--- src/rtl/supply_monitor_defs.svh ---
// Register offsets, field positions and reset values of the supply monitor
`ifndef SUPPLY_MONITOR_DEFS_SVH
`define SUPPLY_MONITOR_DEFS_SVH
`define OFS_CONTROL_A        4'h0
`define OFS_CONTROL_B        4'h1
`define OFS_LEVEL_CONTROL    4'h8
`define OFS_IRQ_CONTROL      4'h9
`define OFS_IRQ_FLAGS        4'ha
`define OFS_LIVE_STATUS      4'hb
`define OFS_EVENT_STATUS     4'hc
`define OFS_EVENT_MASK       4'hd
`define RESET_BYTE           8'h00
`define KEY_VALUE            8'hd8
`define UNLOCK_WINDOW        3'h4
`define MODE_RESERVED        2'h3
`define EVENT_BITS           2
`define EVT_FLAG_SET         0
`define EVT_BAD_WRITE        1
`endif

--- src/rtl/supply_monitor_pkg.sv ---
// Types shared by the supply monitor register bank
package supply_monitor_pkg;
	typedef enum logic [1:0] {
		mode_disabled,
		mode_continuous,
		mode_sampled,
		mode_wake_hold
	} monitor_mode_type;
	typedef enum logic [1:0] {
		dir_below,
		dir_above,
		dir_cross,
		dir_reserved
	} direction_type;
	typedef struct packed {
		logic             sample_rate_sel;
		monitor_mode_type awake_mode;
		monitor_mode_type low_power_mode;
		logic [2:0]       trip_level;
	} fuse_cfg_type;
	typedef struct packed {
		logic [3:0] addr;
		logic [7:0] wdata;
		logic       write;
		logic       read;
	} bus_req_type;
endpackage : supply_monitor_pkg

--- src/rtl/supply_monitor_regs.sv ---
// Register bank of the supply droop monitor and its warning monitor
//
// Contract
// - Sample-rate bit: 0 means 1 kHz, 1 means 125 Hz; reset from fuse.
// - Sample-rate bit is read-only and outside the unlock scheme.
// - Awake mode bits 3:2: disabled, continuous, sampled, continuous with hold.
// - Awake mode is read-only, reset from the matching fuse field.
// - Low-power mode bits 1:0 writable; 0x3 is reserved.
// - Control B bits 2:0 show the read-only fuse trip level.
// - Warning margin bits 1:0 at 0x08 select 5, 15 or 25 percent.
// - Direction bits 2:1 select below, above or either crossing.
// - Interrupt control bit 0 enables the warning interrupt.
// - Warning flag sets on a matching crossing, only while monitor enabled.
// - Live status bit reads 1 when supply is below the warning threshold.
// - Interrupt control, flag and status registers reset to zero.
// - Interrupt request stands while enable and flag are both set.
// - Warning monitor follows the droop monitor mode, off when disabled; here it is also off while interrupt enable bit 0 is clear.
// - Low-power mode in standby, awake mode after waking.
//
// The implementer's own choice: the strobed register port.
`timescale 1ns/1ps
`include "supply_monitor_defs.svh"
module supply_monitor_regs (
	input  wire logic                              ref_clk,
	input  wire logic                              sys_rst,
	input  wire supply_monitor_pkg::bus_req_type   bus_req,
	input  wire supply_monitor_pkg::fuse_cfg_type  monitor_fuse_cfg,
	input  wire logic                              unlock_key_write,
	input  wire logic [7:0]                        unlock_key_data,
	input  wire logic                              instr_step,
	input  wire logic                              deep_sleep,
	input  wire logic                              comparator_below,
	output logic [7:0]                             rdata,
	output logic                                   warn_irq,
	output logic                                   event_irq,
	output supply_monitor_pkg::monitor_mode_type   active_mode,
	output logic                                   active_sample_rate,
	output logic [2:0]                             trip_level,
	output logic [1:0]                             warn_margin_sel,
	output logic                                   warn_monitor_on
);
	import supply_monitor_pkg::*;

	fuse_cfg_type     fuse_latched;
	monitor_mode_type low_power_mode;
	logic [1:0]       margin;
	direction_type    warn_direction_sel;
	logic             warn_irq_enable;
	logic             warn_irq_flag;
	logic             warn_below_state;
	logic             below_sync;
	logic             below_prev;
	logic             fuse_loaded;
	logic [2:0]       unlock_count;
	logic [`EVENT_BITS-1:0] event_status;
	logic [`EVENT_BITS-1:0] event_mask;
	logic             monitor_enabled;
	logic             crossing_hit;
	logic             flag_write;
	logic             flag_clear;
	logic             lp_write;
	logic             unlocked;
	logic             event_read;
	logic [`EVENT_BITS-1:0] next_event_status;
	logic [`EVENT_BITS-1:0] event_hit;
	logic [7:0]       next_rdata;

	// The comparator output is analog timing, so resync before use
	pin_sync below_pin (
		.ref_clk  (ref_clk),
		.sys_rst  (sys_rst),
		.async_in (comparator_below),
		.sync_out (below_sync)
	);

	// Fuses captured on the first clock after reset release, never async
	always_ff @(posedge ref_clk) begin
		if (sys_rst) begin
			fuse_loaded  <= 1'b0;
			fuse_latched <= '0;
		end else if (!fuse_loaded) begin
			fuse_loaded  <= 1'b1;
			fuse_latched <= monitor_fuse_cfg;
		end
	end

	// Unlock window counts instruction steps after the key
	assign unlocked = (unlock_count != 3'h0);
	always_ff @(posedge ref_clk) begin
		if (sys_rst) begin
			unlock_count <= 3'h0;
		end else if (unlock_key_write &&
				unlock_key_data == `KEY_VALUE) begin
			unlock_count <= `UNLOCK_WINDOW;
		end else if (instr_step && unlocked) begin
			unlock_count <= unlock_count - 3'h1;
		end
	end

	assign lp_write = bus_req.write && bus_req.addr == `OFS_CONTROL_A;

	// Only the low-power field is writable, and only inside the window
	always_ff @(posedge ref_clk) begin
		if (sys_rst) begin
			low_power_mode <= mode_disabled;
		end else if (!fuse_loaded) begin
			low_power_mode <= monitor_fuse_cfg.low_power_mode;
		end else if (lp_write && unlocked &&
				bus_req.wdata[1:0] != `MODE_RESERVED) begin
			low_power_mode <= monitor_mode_type'(bus_req.wdata[1:0]);
		end
	end

	always_ff @(posedge ref_clk) begin
		if (sys_rst) begin
			margin <= 2'h0;
		end else if (bus_req.write &&
				bus_req.addr == `OFS_LEVEL_CONTROL) begin
			margin <= bus_req.wdata[1:0];
		end
	end

	always_ff @(posedge ref_clk) begin
		if (sys_rst) begin
			warn_direction_sel <= dir_below;
			warn_irq_enable    <= 1'b0;
		end else if (bus_req.write &&
				bus_req.addr == `OFS_IRQ_CONTROL) begin
			warn_direction_sel <= direction_type'(bus_req.wdata[2:1]);
			warn_irq_enable    <= bus_req.wdata[0];
		end
	end

	// Mode in force: low-power setting while asleep, awake otherwise
	always_ff @(posedge ref_clk) begin
		if (sys_rst) begin
			active_mode        <= mode_disabled;
			active_sample_rate <= 1'b0;
			trip_level         <= 3'h0;
			warn_margin_sel    <= 2'h0;
			warn_monitor_on    <= 1'b0;
		end else begin
			active_mode        <= deep_sleep ? low_power_mode
				: fuse_latched.awake_mode;
			active_sample_rate <= fuse_latched.sample_rate_sel;
			trip_level         <= fuse_latched.trip_level;
			warn_margin_sel    <= margin;
			warn_monitor_on    <= monitor_enabled && warn_irq_enable;
		end
	end

	assign monitor_enabled = fuse_loaded && active_mode != mode_disabled;

	// Crossing detection on the synchronised comparator level
	always_ff @(posedge ref_clk) begin
		if (sys_rst) begin
			below_prev       <= 1'b0;
			warn_below_state <= 1'b0;
		end else if (monitor_enabled) begin
			below_prev       <= below_sync;
			warn_below_state <= below_sync;
		end
	end

	always_comb begin
		case (warn_direction_sel)
			dir_below: crossing_hit = below_sync && !below_prev;
			dir_above: crossing_hit = !below_sync && below_prev;
			dir_cross: crossing_hit = below_sync != below_prev;
			default:   crossing_hit = 1'b0;
		endcase
	end

	assign flag_write = bus_req.write && bus_req.addr == `OFS_IRQ_FLAGS;
	assign flag_clear = flag_write && bus_req.wdata[0];

	// A crossing in the clearing cycle keeps the flag set
	always_ff @(posedge ref_clk) begin
		if (sys_rst) begin
			warn_irq_flag <= 1'b0;
		end else if (monitor_enabled && crossing_hit) begin
			warn_irq_flag <= 1'b1;
		end else if (flag_clear) begin
			warn_irq_flag <= 1'b0;
		end
	end

	always_ff @(posedge ref_clk) begin
		if (sys_rst) begin
			warn_irq <= 1'b0;
		end else begin
			warn_irq <= warn_irq_enable && (warn_irq_flag ||
				(monitor_enabled && crossing_hit)) &&
				!(flag_clear && !(monitor_enabled && crossing_hit));
		end
	end

	// Event status: sticky, cleared by reading, masked onto event_irq
	assign event_read = bus_req.read && bus_req.addr == `OFS_EVENT_STATUS;
	always_comb begin
		event_hit = '0;
		event_hit[`EVT_FLAG_SET]  = monitor_enabled && crossing_hit;
		event_hit[`EVT_BAD_WRITE] = lp_write && !unlocked;
		next_event_status = (event_read ? '0 : event_status) | event_hit;
	end

	always_ff @(posedge ref_clk) begin
		if (sys_rst) begin
			event_status <= '0;
		end else begin
			event_status <= next_event_status;
		end
	end

	always_ff @(posedge ref_clk) begin
		if (sys_rst) begin
			event_mask <= '0;
		end else if (bus_req.write &&
				bus_req.addr == `OFS_EVENT_MASK) begin
			event_mask <= bus_req.wdata[`EVENT_BITS-1:0];
		end
	end

	always_ff @(posedge ref_clk) begin
		if (sys_rst) begin
			event_irq <= 1'b0;
		end else begin
			event_irq <= |(next_event_status & event_mask);
		end
	end

	// Read mux; reserved and unmapped offsets read zero
	always_comb begin
		next_rdata = `RESET_BYTE;
		case (bus_req.addr)
			`OFS_CONTROL_A: next_rdata = {3'h0,
				fuse_latched.sample_rate_sel,
				fuse_latched.awake_mode, low_power_mode};
			`OFS_CONTROL_B: next_rdata = {5'h0,
				fuse_latched.trip_level};
			`OFS_LEVEL_CONTROL: next_rdata = {6'h0, margin};
			`OFS_IRQ_CONTROL: next_rdata = {5'h0, warn_direction_sel,
				warn_irq_enable};
			`OFS_IRQ_FLAGS: next_rdata = {7'h0, warn_irq_flag};
			`OFS_LIVE_STATUS: next_rdata = {7'h0, warn_below_state};
			`OFS_EVENT_STATUS: next_rdata = {6'h0, event_status};
			`OFS_EVENT_MASK: next_rdata = {6'h0, event_mask};
			default: next_rdata = `RESET_BYTE;
		endcase
	end

	always_ff @(posedge ref_clk) begin
		if (sys_rst) begin
			rdata <= `RESET_BYTE;
		end else if (bus_req.read) begin
			rdata <= next_rdata;
		end else begin
			rdata <= `RESET_BYTE;
		end
	end
endmodule : supply_monitor_regs

--- src/rtl/pin_sync.sv ---
// Two-stage synchroniser for a level from outside the clock domain
`timescale 1ns/1ps
module pin_sync (
	input  wire logic ref_clk,
	input  wire logic sys_rst,
	input  wire logic async_in,
	output logic      sync_out
);
	logic stage_one;
	always_ff @(posedge ref_clk) begin
		if (sys_rst) begin
			stage_one <= 1'b0;
			sync_out  <= 1'b0;
		end else begin
			stage_one <= async_in;
			sync_out  <= stage_one;
		end
	end
endmodule : pin_sync

--- config.mk ---
export PLATFORM = sky130hd
export DESIGN_NAME = supply_monitor_regs
export DESIGN_NICKNAME = d
export VERILOG_FILES = /design/src/rtl/supply_monitor_pkg.sv /design/src/rtl/supply_monitor_regs.sv /design/src/rtl/pin_sync.sv
export VERILOG_INCLUDE_DIRS = /design/src /design/src/rtl
export SDC_FILE = /design/constraint.sdc
export NUM_CORES = 1
export LEC_CHECK = 0
export BUFFER_PORTS_ARGS = -buffer_cell sky130_fd_sc_hd__buf_2
export CAP_MARGIN = 20
export CORE_MARGIN = 4
export CORE_UTILIZATION = 40
export DETAILED_ROUTE_END_ITERATION = 8
export SYNTH_ARGS = -nofsm -noshare
export SYNTH_HDL_FRONTEND = slang
export SYNTH_HIERARCHICAL = 1
export SYNTH_SLANG_ARGS = --single-unit
--- constraint.sdc ---
create_clock -name ref_clk -period 1.68 [get_ports ref_clk]
set_input_delay 0.168 -clock ref_clk [delete_from_list [all_inputs] [get_ports ref_clk]]
set_output_delay 0.168 -clock ref_clk [all_outputs]
set_load 0.005 [all_outputs]
Word level (Yosys, flattened, before mapping):

Cells that the tools add are included.

* eq/ne operators: 13
* $add $sub $neg: 1
* reduce and logical (&&, ||, !) cells: 35
* bitwise logic cells: 3
* muxes and demuxes: 11

Operators with widths (number)
* $pmux 5 s8: 1
* $eq 4x4->1 const B: 6
* $logic_and 1x1->1: 20
* $eq 8x8->1 const B: 1
* $mux 2: 4
* $mux 3: 2
* $reduce_bool 2->1: 3
* $reduce_or 2->1: 3
* $logic_not 1->1: 5
* $eq 4x1->1 const B: 1
* $logic_not 4->1: 1
* $mux 1: 3
* $pmux 1 s3: 1
* $reduce_bool 3->1: 1
* $sub 3x1->3 const B: 1
* $and 2x2->2: 1
* $eq 2x1->1 const B: 1
* $eq 2x2->1 const B: 1
* $logic_not 2->1: 1
* $ne 2x1->1 const B: 1
* $ne 2x2->1 const B: 1
* $or 2x2->2: 1
* $logic_or 1x1->1: 1
* $ne 1x1->1: 1
* $not 1->1: 1

* output and inout port bits: 19
* logic and storage cells: 87
* bits in registers: 44

Logic depth before layout (Yosys ltp):

Gate-level depths: netlist of the first run.

* depth after elaboration: 8
* depth in mapped cells: 6
* gate-level depth less buffers: 6

By module:

Netlist of the first run, hierarchy kept.

By module, submodules not included
* supply_monitor_regs: area an instance 1721.7 um^2, cells an instance 177, instances 1
* pin_sync: area an instance 52.6 um^2, cells an instance 4, instances 1

Least setup slack after synthesis of the first run:

No wires, ideal clock.

* path kind: register to register
* start point: register below_pin.sync_out
* end point: register event_irq
* setup slack: 280 ps
* path buffers: 0
* period minus slack after synthesis: 1400 ps
* stages on the path, launching flop included: 7
* data arrival time: 1330 ps
* data required time: 1610 ps
* path through: dfxtp_1 inv_1 ha_1 o21a_1 a211o_1 a21oi_1 o2bb2ai_1

* cells in the longest elaborated chain, start to end: 7

Ends and longest elaborated chain
* start, declared: line pin_sync.sv:7 `output logic sync_out`
* start signal, assigned: line pin_sync.sv:16 `sync_out <= stage_one;`
* $logic_not 1->1: line supply_monitor_regs.sv:168 `dir_above: crossing_hit = !below_sync && below_prev;`
* $logic_and 1x1->1: line supply_monitor_regs.sv:168
* $pmux 1 s3 *: line supply_monitor_regs.sv:166 `case (warn_direction_sel)`
* $logic_and 1x1->1 *: line supply_monitor_regs.sv:202 `` event_hit[`EVT_FLAG_SET] = monitor_enabled && crossing_hit; ``
* $or 2x2->2 *: line supply_monitor_regs.sv:204 `next_event_status = (event_read ? '0 : event_status) | event_hit;`
* $and 2x2->2 *: line supply_monitor_regs.sv:228 `event_irq <= |(next_event_status & event_mask);`
* $reduce_or 2->1 *: line supply_monitor_regs.sv:228
* end signal, assigned: line supply_monitor_regs.sv:228
* end, declared: line supply_monitor_regs.sv:35 `output logic event_irq,`

Mark *: on every way between the ends. The rest lies on a longest branch, timed or not.
A chain may end at the register's enable or synchronous reset.

Final worst setup path of the first run:

Same ends and word-level chain as after synthesis.

==> results of run 1 <==
placed cells by master (no fill, tap or decap), types with 6 or more instances in the layout:
master | Yosys | final
a21oi_1 | 7 | 7
buf_2 | 2 | 46
buf_4 | 5 | 7
clkbuf_8 | 0 | 6
dfxtp_1 | 41 | 41
inv_1 | 10 | 10
mux2i_1 | 20 | 20
nand2_1 | 11 | 11
nor2_1 | 20 | 20
nor2b_1 | 8 | 8
flip-flops by register name (all words and copies together), names as in the netlist, 2 cells and up:
register,cells
rdata,5
active_mode,2
trip_level,3
unlock_count,3
margin,2
fuse_latched,6
event_status,2
low_power_mode,2
event_mask,2
warn_direction_sel,2
warn_margin_sel,2
synthesized netlist by cell type, drive strengths merged, types with 3 or more instances:
library cell,n,area [µm²]
dfxtp,41,821
mux2i,20,200
nor2,20,75.1
inv,11,41.3
nand2,11,41.3
buf,8,58.8
nor2b,8,50.1
a21oi,7,35.0
nor3,6,35.0
ha,4,50.1
o21ai,4,20.0
and3,3,18.8
clkbuf,3,11.3
nand2b,3,18.8
metrics by stage:
step / cells / area, µm² / util / power, µW / hold WS (ns)
after floorplan: 183 / 1780 / - / 1340 / 0.240
after global placement: 275 / 2060 / 0.496 / 1480 / 0.382
after detailed placement: 275 / 2060 / 0.496 / 1490 / 0.389
after CTS: 282 / 2140 / 0.517 / 2130 / 0.0822
after global routing: 282 / 2140 / 0.517 / 2220 / 0.0991
final: 282 / 2140 / 0.517 / 2090 / 0.0885
power groups by stage:
stage                     clock network, µW  registers (µW)  logic (µW)
final                                   632            1050         407
after global routing                    700            1060         463
after CTS                               660            1050         412
after detailed placement                  0            1080         411
after global placement                    0            1080         404
after floorplan                           0            1070         269
worst register-to-register path: stages (launching register included):
cell and delay, ns:
dfxtp_1 0.33, inv_1 0.06, ha_1 0.28, o21a_1 0.17, a211o_1 0.31, a21oi_1 0.18
o2bb2ai_1 0.13
layout make-up:
class	count	area, µm²
repair buffers	53	283
clock buffers	7	86.3
flip-flops and latches	41	821
multi-input cells	120	850
fillers	412	2000
inverters	11	41.3
well taps	50	62.6
worst paths after layout:
path         slack, ns             endpoint
max reg2reg       0.15            event_irq
min reg2reg       0.44   below_pin/sync_out
min               0.09  below_pin/stage_one
max               0.15            event_irq
logic make-up after synthesis:
family / Yosys count / synth area share
AO/OA/AOI/OAI: 26 / 0.105
XOR/XNOR: 1 / 0.00494
adder cells (fa/ha/maj): 5 / 0.0346
buffers and inverters: 22 / 0.0628
flip-flops: 41 / 0.463
multiplexers: 22 / 0.132
other: 1 / 0.00211
AND/OR/NAND/NOR: 63 / 0.196
per-layer routing:
| layer | up-vias | wire, µm | global-route usage |
|---|---|---|---|
| met5 | - | 0 | 0 |
| met3 | 5 | 219 | 0.0365 |
| met1 | 655 | 1720 | 0.187 |
| li1 | 722 | - | - |
| met2 | 35 | 1780 | 0.245 |
| met4 | 0 | 48 | 0.0573 |
==> results.py, run 1 <==
metrics = {
    "run_status": {
        "status": "finished clean",
    },
    "synthesis": {
        "ys_types": 47,
        "syn-cell-area_um2": 1770,
        "yosysSeqAreaShare": 0.463,
        "async_flop_share": 0,
        "synth-warning-count": 6,
        "synth_edf_count": 0,
        "postSynthCellCount": 181,
        "yosys_register_bits": 41,
        "dominantRegCellSynth": "dfxtp_1",
        "syn_area_per_cell_um2": 9.80,
    },
    "pwr": {
        "power_leakage_uw": 0.000990,
        "intPower_uw": 1540,
        "ir_drop_uv": 555,
        "clkPwrFrac": 0.302,
        "cellPowerDensity_nw_per_um2": 976,
        "switching_share": 0.262,
        "p_comb_frac": 0.194,
        "switching_power_uw": 549,
        "pwr-share-seq": 0.503,
    },
    "flow_run": {
        "maxCapViolCount": 0,
    },
    "floorplan": {
        "core_area_um2": 4140,
        "rows": 23,
        "ios": 55,
        "dieWidth_um": 74.6,
        "start_util": 0.428,
        "fp.dieH_um": 74.6,
        "fp.dieArea_um2": 5570,
    },
    "critical_path": {
        "crit_buf_inv": 1,
        "crit_required_ns": 1.90,
        "path_class": "reg2reg",
        "path_max_fanout": 3,
        "ff2ff_path_depth": 6,
        "crit_path_end_kind": "register",
        "cp_top_family": "compound AO/OA/AOI/OAI gates",
        "path_depth": 6,
        "arrival_ns": 1.74,
        "critPathLaunchType": "register",
        "critPathSlowestCell": "dfxtp_1",
        "slowest_delay_ns": 0.33,
        "crit_start": "below_pin/sync_out",
        "path_cells": "inv_1 > ha_1 > o21a_1 > a211o_1 > a21oi_1 > o2bb2ai_1",
        "worstReg2RegStart": "below_pin/sync_out",
    },
    "sta": {
        "maxSlewViolCount": 0,
        "finalSetupTns_ns": 0,
        "hold_violations": 0,
        "rsz0062_at_grt": "false",
        "setup_slack_ns": 0.154,
        "fin_worst_skew_ns": 0.00322,
        "fmax_ghz": 0.655,
        "period_minus_slack_ns": 1.53,
        "finalSetupViolations": 0,
        "period_share": 0.908,
    },
    "drt": {
        "first_pass_iters": 4,
        "drcViolationCount": 0,
        "wirelength_mm": 3.76,
        "ant_nets": 0,
        "drt_iter0_markers": 64,
        "wire_per_inst_um": 13.3,
        "vias": 1417,
        "avgViaCountPerCell": 5.02,
    },
    "clocking": {
        "cts_num_sinks": 41,
        "path_clk_slew_ns": 0.07,
        "cts_tree": "built",
        "h-tree-depth": 2,
        "post_cts_buffers": 0,
        "clockBufferDepth": 2,
        "clock_latency_ns": 0.29,
        "root_buffer": "clkbuf_8",
        "cts_hold_buf": 0,
        "cts_buffers": 5,
        "cts_resized": 0,
    },
    "global_routing": {
        "antenna_found_initial": 0,
        "grt_max_degree": 19,
        "grt_use_total": 0.149,
        "overflow": 0,
        "grt_pass1_wl_mm": 6.19,
        "grt_pass1_vias": 1314,
    },
    "min_path": {
        "hold_path.class": "in2reg",
        "min_from": "comparator_below",
        "holdPathStages": 2,
    },
    "layout": {
        "synthToLayoutAreaGrowth_pct": 20.8,
        "finalNetCount": 272,
        "diodes": 0,
        "drive_above_1_share": 0.302,
    },
    "placed_design": {
        "pre_cts_slack_ns": 0.168,
        "numPortBuffers": 46,
        "place_congestion": 0.790,
        "dp_hpwl_mm": 2.96,
    },
}
(Power assumes the default switching activity.)
==> run 2: changes to the inputs <==
--- a/config.mk
+++ b/config.mk
@@ -6,10 +6,12 @@
 export SDC_FILE = /design/constraint.sdc
 export NUM_CORES = 1
 export LEC_CHECK = 0
+export ABC_CLOCK_PERIOD_IN_PS = 1680
 export BUFFER_PORTS_ARGS = -buffer_cell sky130_fd_sc_hd__buf_2
 export CAP_MARGIN = 20
 export CORE_MARGIN = 4
 export CORE_UTILIZATION = 40
+export CTS_BUF_LIST = sky130_fd_sc_hd__clkbuf_8 sky130_fd_sc_hd__clkbuf_16
 export DETAILED_ROUTE_END_ITERATION = 8
 export SYNTH_ARGS = -nofsm -noshare
 export SYNTH_HDL_FRONTEND = slang
==> results.py, run 2 (synthesis results as in run 1) <==
metrics = {
    "global_routing": {
        "grt_pass1_vias": 1314,
        "grt_use_total": 0.149,
        "grt_pass1_wl_mm": 6.19,
        "grt_max_degree": 19,
        "overflow": 0,
        "antenna_found_initial": 0,
    },
    "clocking": {
        "post_cts_buffers": 0,
        "cts_buffers": 5,
        "clock_latency_ns": 0.29,
        "h-tree-depth": 2,
        "clockBufferDepth": 2,
        "root_buffer": "clkbuf_8",
        "cts_tree": "built",
        "path_clk_slew_ns": 0.07,
        "cts_resized": 0,
        "cts_hold_buf": 0,
        "cts_num_sinks": 41,
    },
    "pwr": {
        "ir_drop_uv": 555,
        "power_leakage_uw": 0.000994,
        "cellPowerDensity_nw_per_um2": 974,
        "finalPower_uw": 2090,
    },
    "placed_design": {
        "place_congestion": 0.790,
        "place_inst": 275,
        "dp_hpwl_mm": 2.96,
        "placed_cell_area_um2": 2060,
        "numPortBuffers": 46,
    },
    "floorplan": {
        "rows": 23,
        "fp.dieH_um": 74.6,
        "start_util": 0.428,
        "dieWidth_um": 74.6,
        "core_area_um2": 4140,
        "fp.dieArea_um2": 5570,
        "ios": 55,
    },
    "critical_path": {
        "worstReg2RegEnd": "event_irq",
        "path_cells": "inv_1 > ha_1 > o21a_1 > a211o_1 > a21oi_1 > o2bb2ai_1",
        "critPathSlowestCell": "dfxtp_1",
        "worstReg2RegStart": "below_pin/sync_out",
        "slowest_delay_ns": 0.33,
        "crit_path_end_kind": "register",
        "ff2ff_path_depth": 6,
        "path_max_fanout": 3,
        "cp_top_family": "compound AO/OA/AOI/OAI gates",
        "crit_buf_inv": 1,
        "path_class": "reg2reg",
        "arrival_ns": 1.74,
        "crit_required_ns": 1.90,
        "r2r_slack_ns": 0.15,
        "critPathLaunchType": "register",
    },
    "layout": {
        "layout_common_cells": "buf_2, dfxtp_1, mux2i_1, nor2_1",
        "finalNetCount": 272,
        "drive_above_1_share": 0.302,
        "stdcell_area_um2": 2140,
        "synthToLayoutAreaGrowth_pct": 20.8,
        "largest_register_ffs": 6,
        "final_common_cell": "buf_2",
        "post-route-util": 0.517,
        "diodes": 0,
        "top_regs": "fuse_latched: 6 flops, rdata: 5 flops",
        "regMostFlops": "fuse_latched",
        "finalNonFillerCells": 282,
    },
    "drt": {
        "drcViolationCount": 0,
        "met2_length_mm": 1.78,
        "ant_nets": 0,
        "vias": 1416,
        "wire_per_inst_um": 13.3,
        "highest_layer": "met4",
        "first_pass_iters": 4,
        "drt_iter0_markers": 64,
        "wirelength_mm": 3.76,
        "avgViaCountPerCell": 5.02,
        "routedLengthMet1_mm": 1.72,
        "wl_met3_um": 219,
    },
    "min_path": {
        "hold_end": "below_pin/stage_one",
        "min_from": "comparator_below",
        "hold_path.class": "in2reg",
        "holdPathStages": 2,
    },
    "sta": {
        "finalSetupViolations": 0,
        "period_share": 0.908,
        "maxSlewViolCount": 0,
        "rsz0062_at_grt": "false",
        "fmax_ghz": 0.655,
        "fin_worst_skew_ns": 0.00269,
        "hold_violations": 0,
        "finalSetupTns_ns": 0,
        "period_minus_slack_ns": 1.53,
    },
    "flow_run": {
        "maxCapViolCount": 0,
    },
    "run_status": {
        "status": "finished clean",
    },
}
-- run 2: how the worst max path moves through the flow --
stage / startpoint / end / slack, ns / cells after the start
floorplan: below_pin/sync_out / event_irq / 0.28 / 6
CTS: below_pin/sync_out / event_irq / 0.14 / 6
global placement: below_pin/sync_out / event_irq / 0.18 / 6
global route: below_pin/sync_out / event_irq / 0.01 / 6
finish: below_pin/sync_out / event_irq / 0.15 / 6
detailed placement: below_pin/sync_out / event_irq / 0.17 / 6
-- run 2: final cells by class --
type	count	area, µm²
inverters	11	41.3
repair buffers	53	283
well taps	50	62.6
flip-flops and latches	41	821
clock buffers	6	82.6
multi-input cells	120	850
fillers	412	2000
clock inverters	1	3.75
-- run 2: per-stage QoR --
stage / hold WS, ns / setup WS, ns
3_5_place_dp: 0.389 / 0.168
5_1_grt: 0.0991 / 0.0120
2_1_floorplan: 0.240 / 0.280
6_report: 0.0885 / 0.154
3_3_place_gp: 0.382 / 0.181
4_1_cts: 0.0822 / 0.136
-- run 2: report_power, final --
group / switching, µW / internal, µW / leakage (µW)
clock network: 307 / 320 / 0.0000485
logic: 216 / 191 / 0.000612
registers: 26.5 / 1030 / 0.000334
-- run 2: routing by layer --
metal,up-vias,track usage
met4,0,0.0573
met1,654,0.187
met2,35,0.245
met5,-,0
li1,722,-
met3,5,0.0365
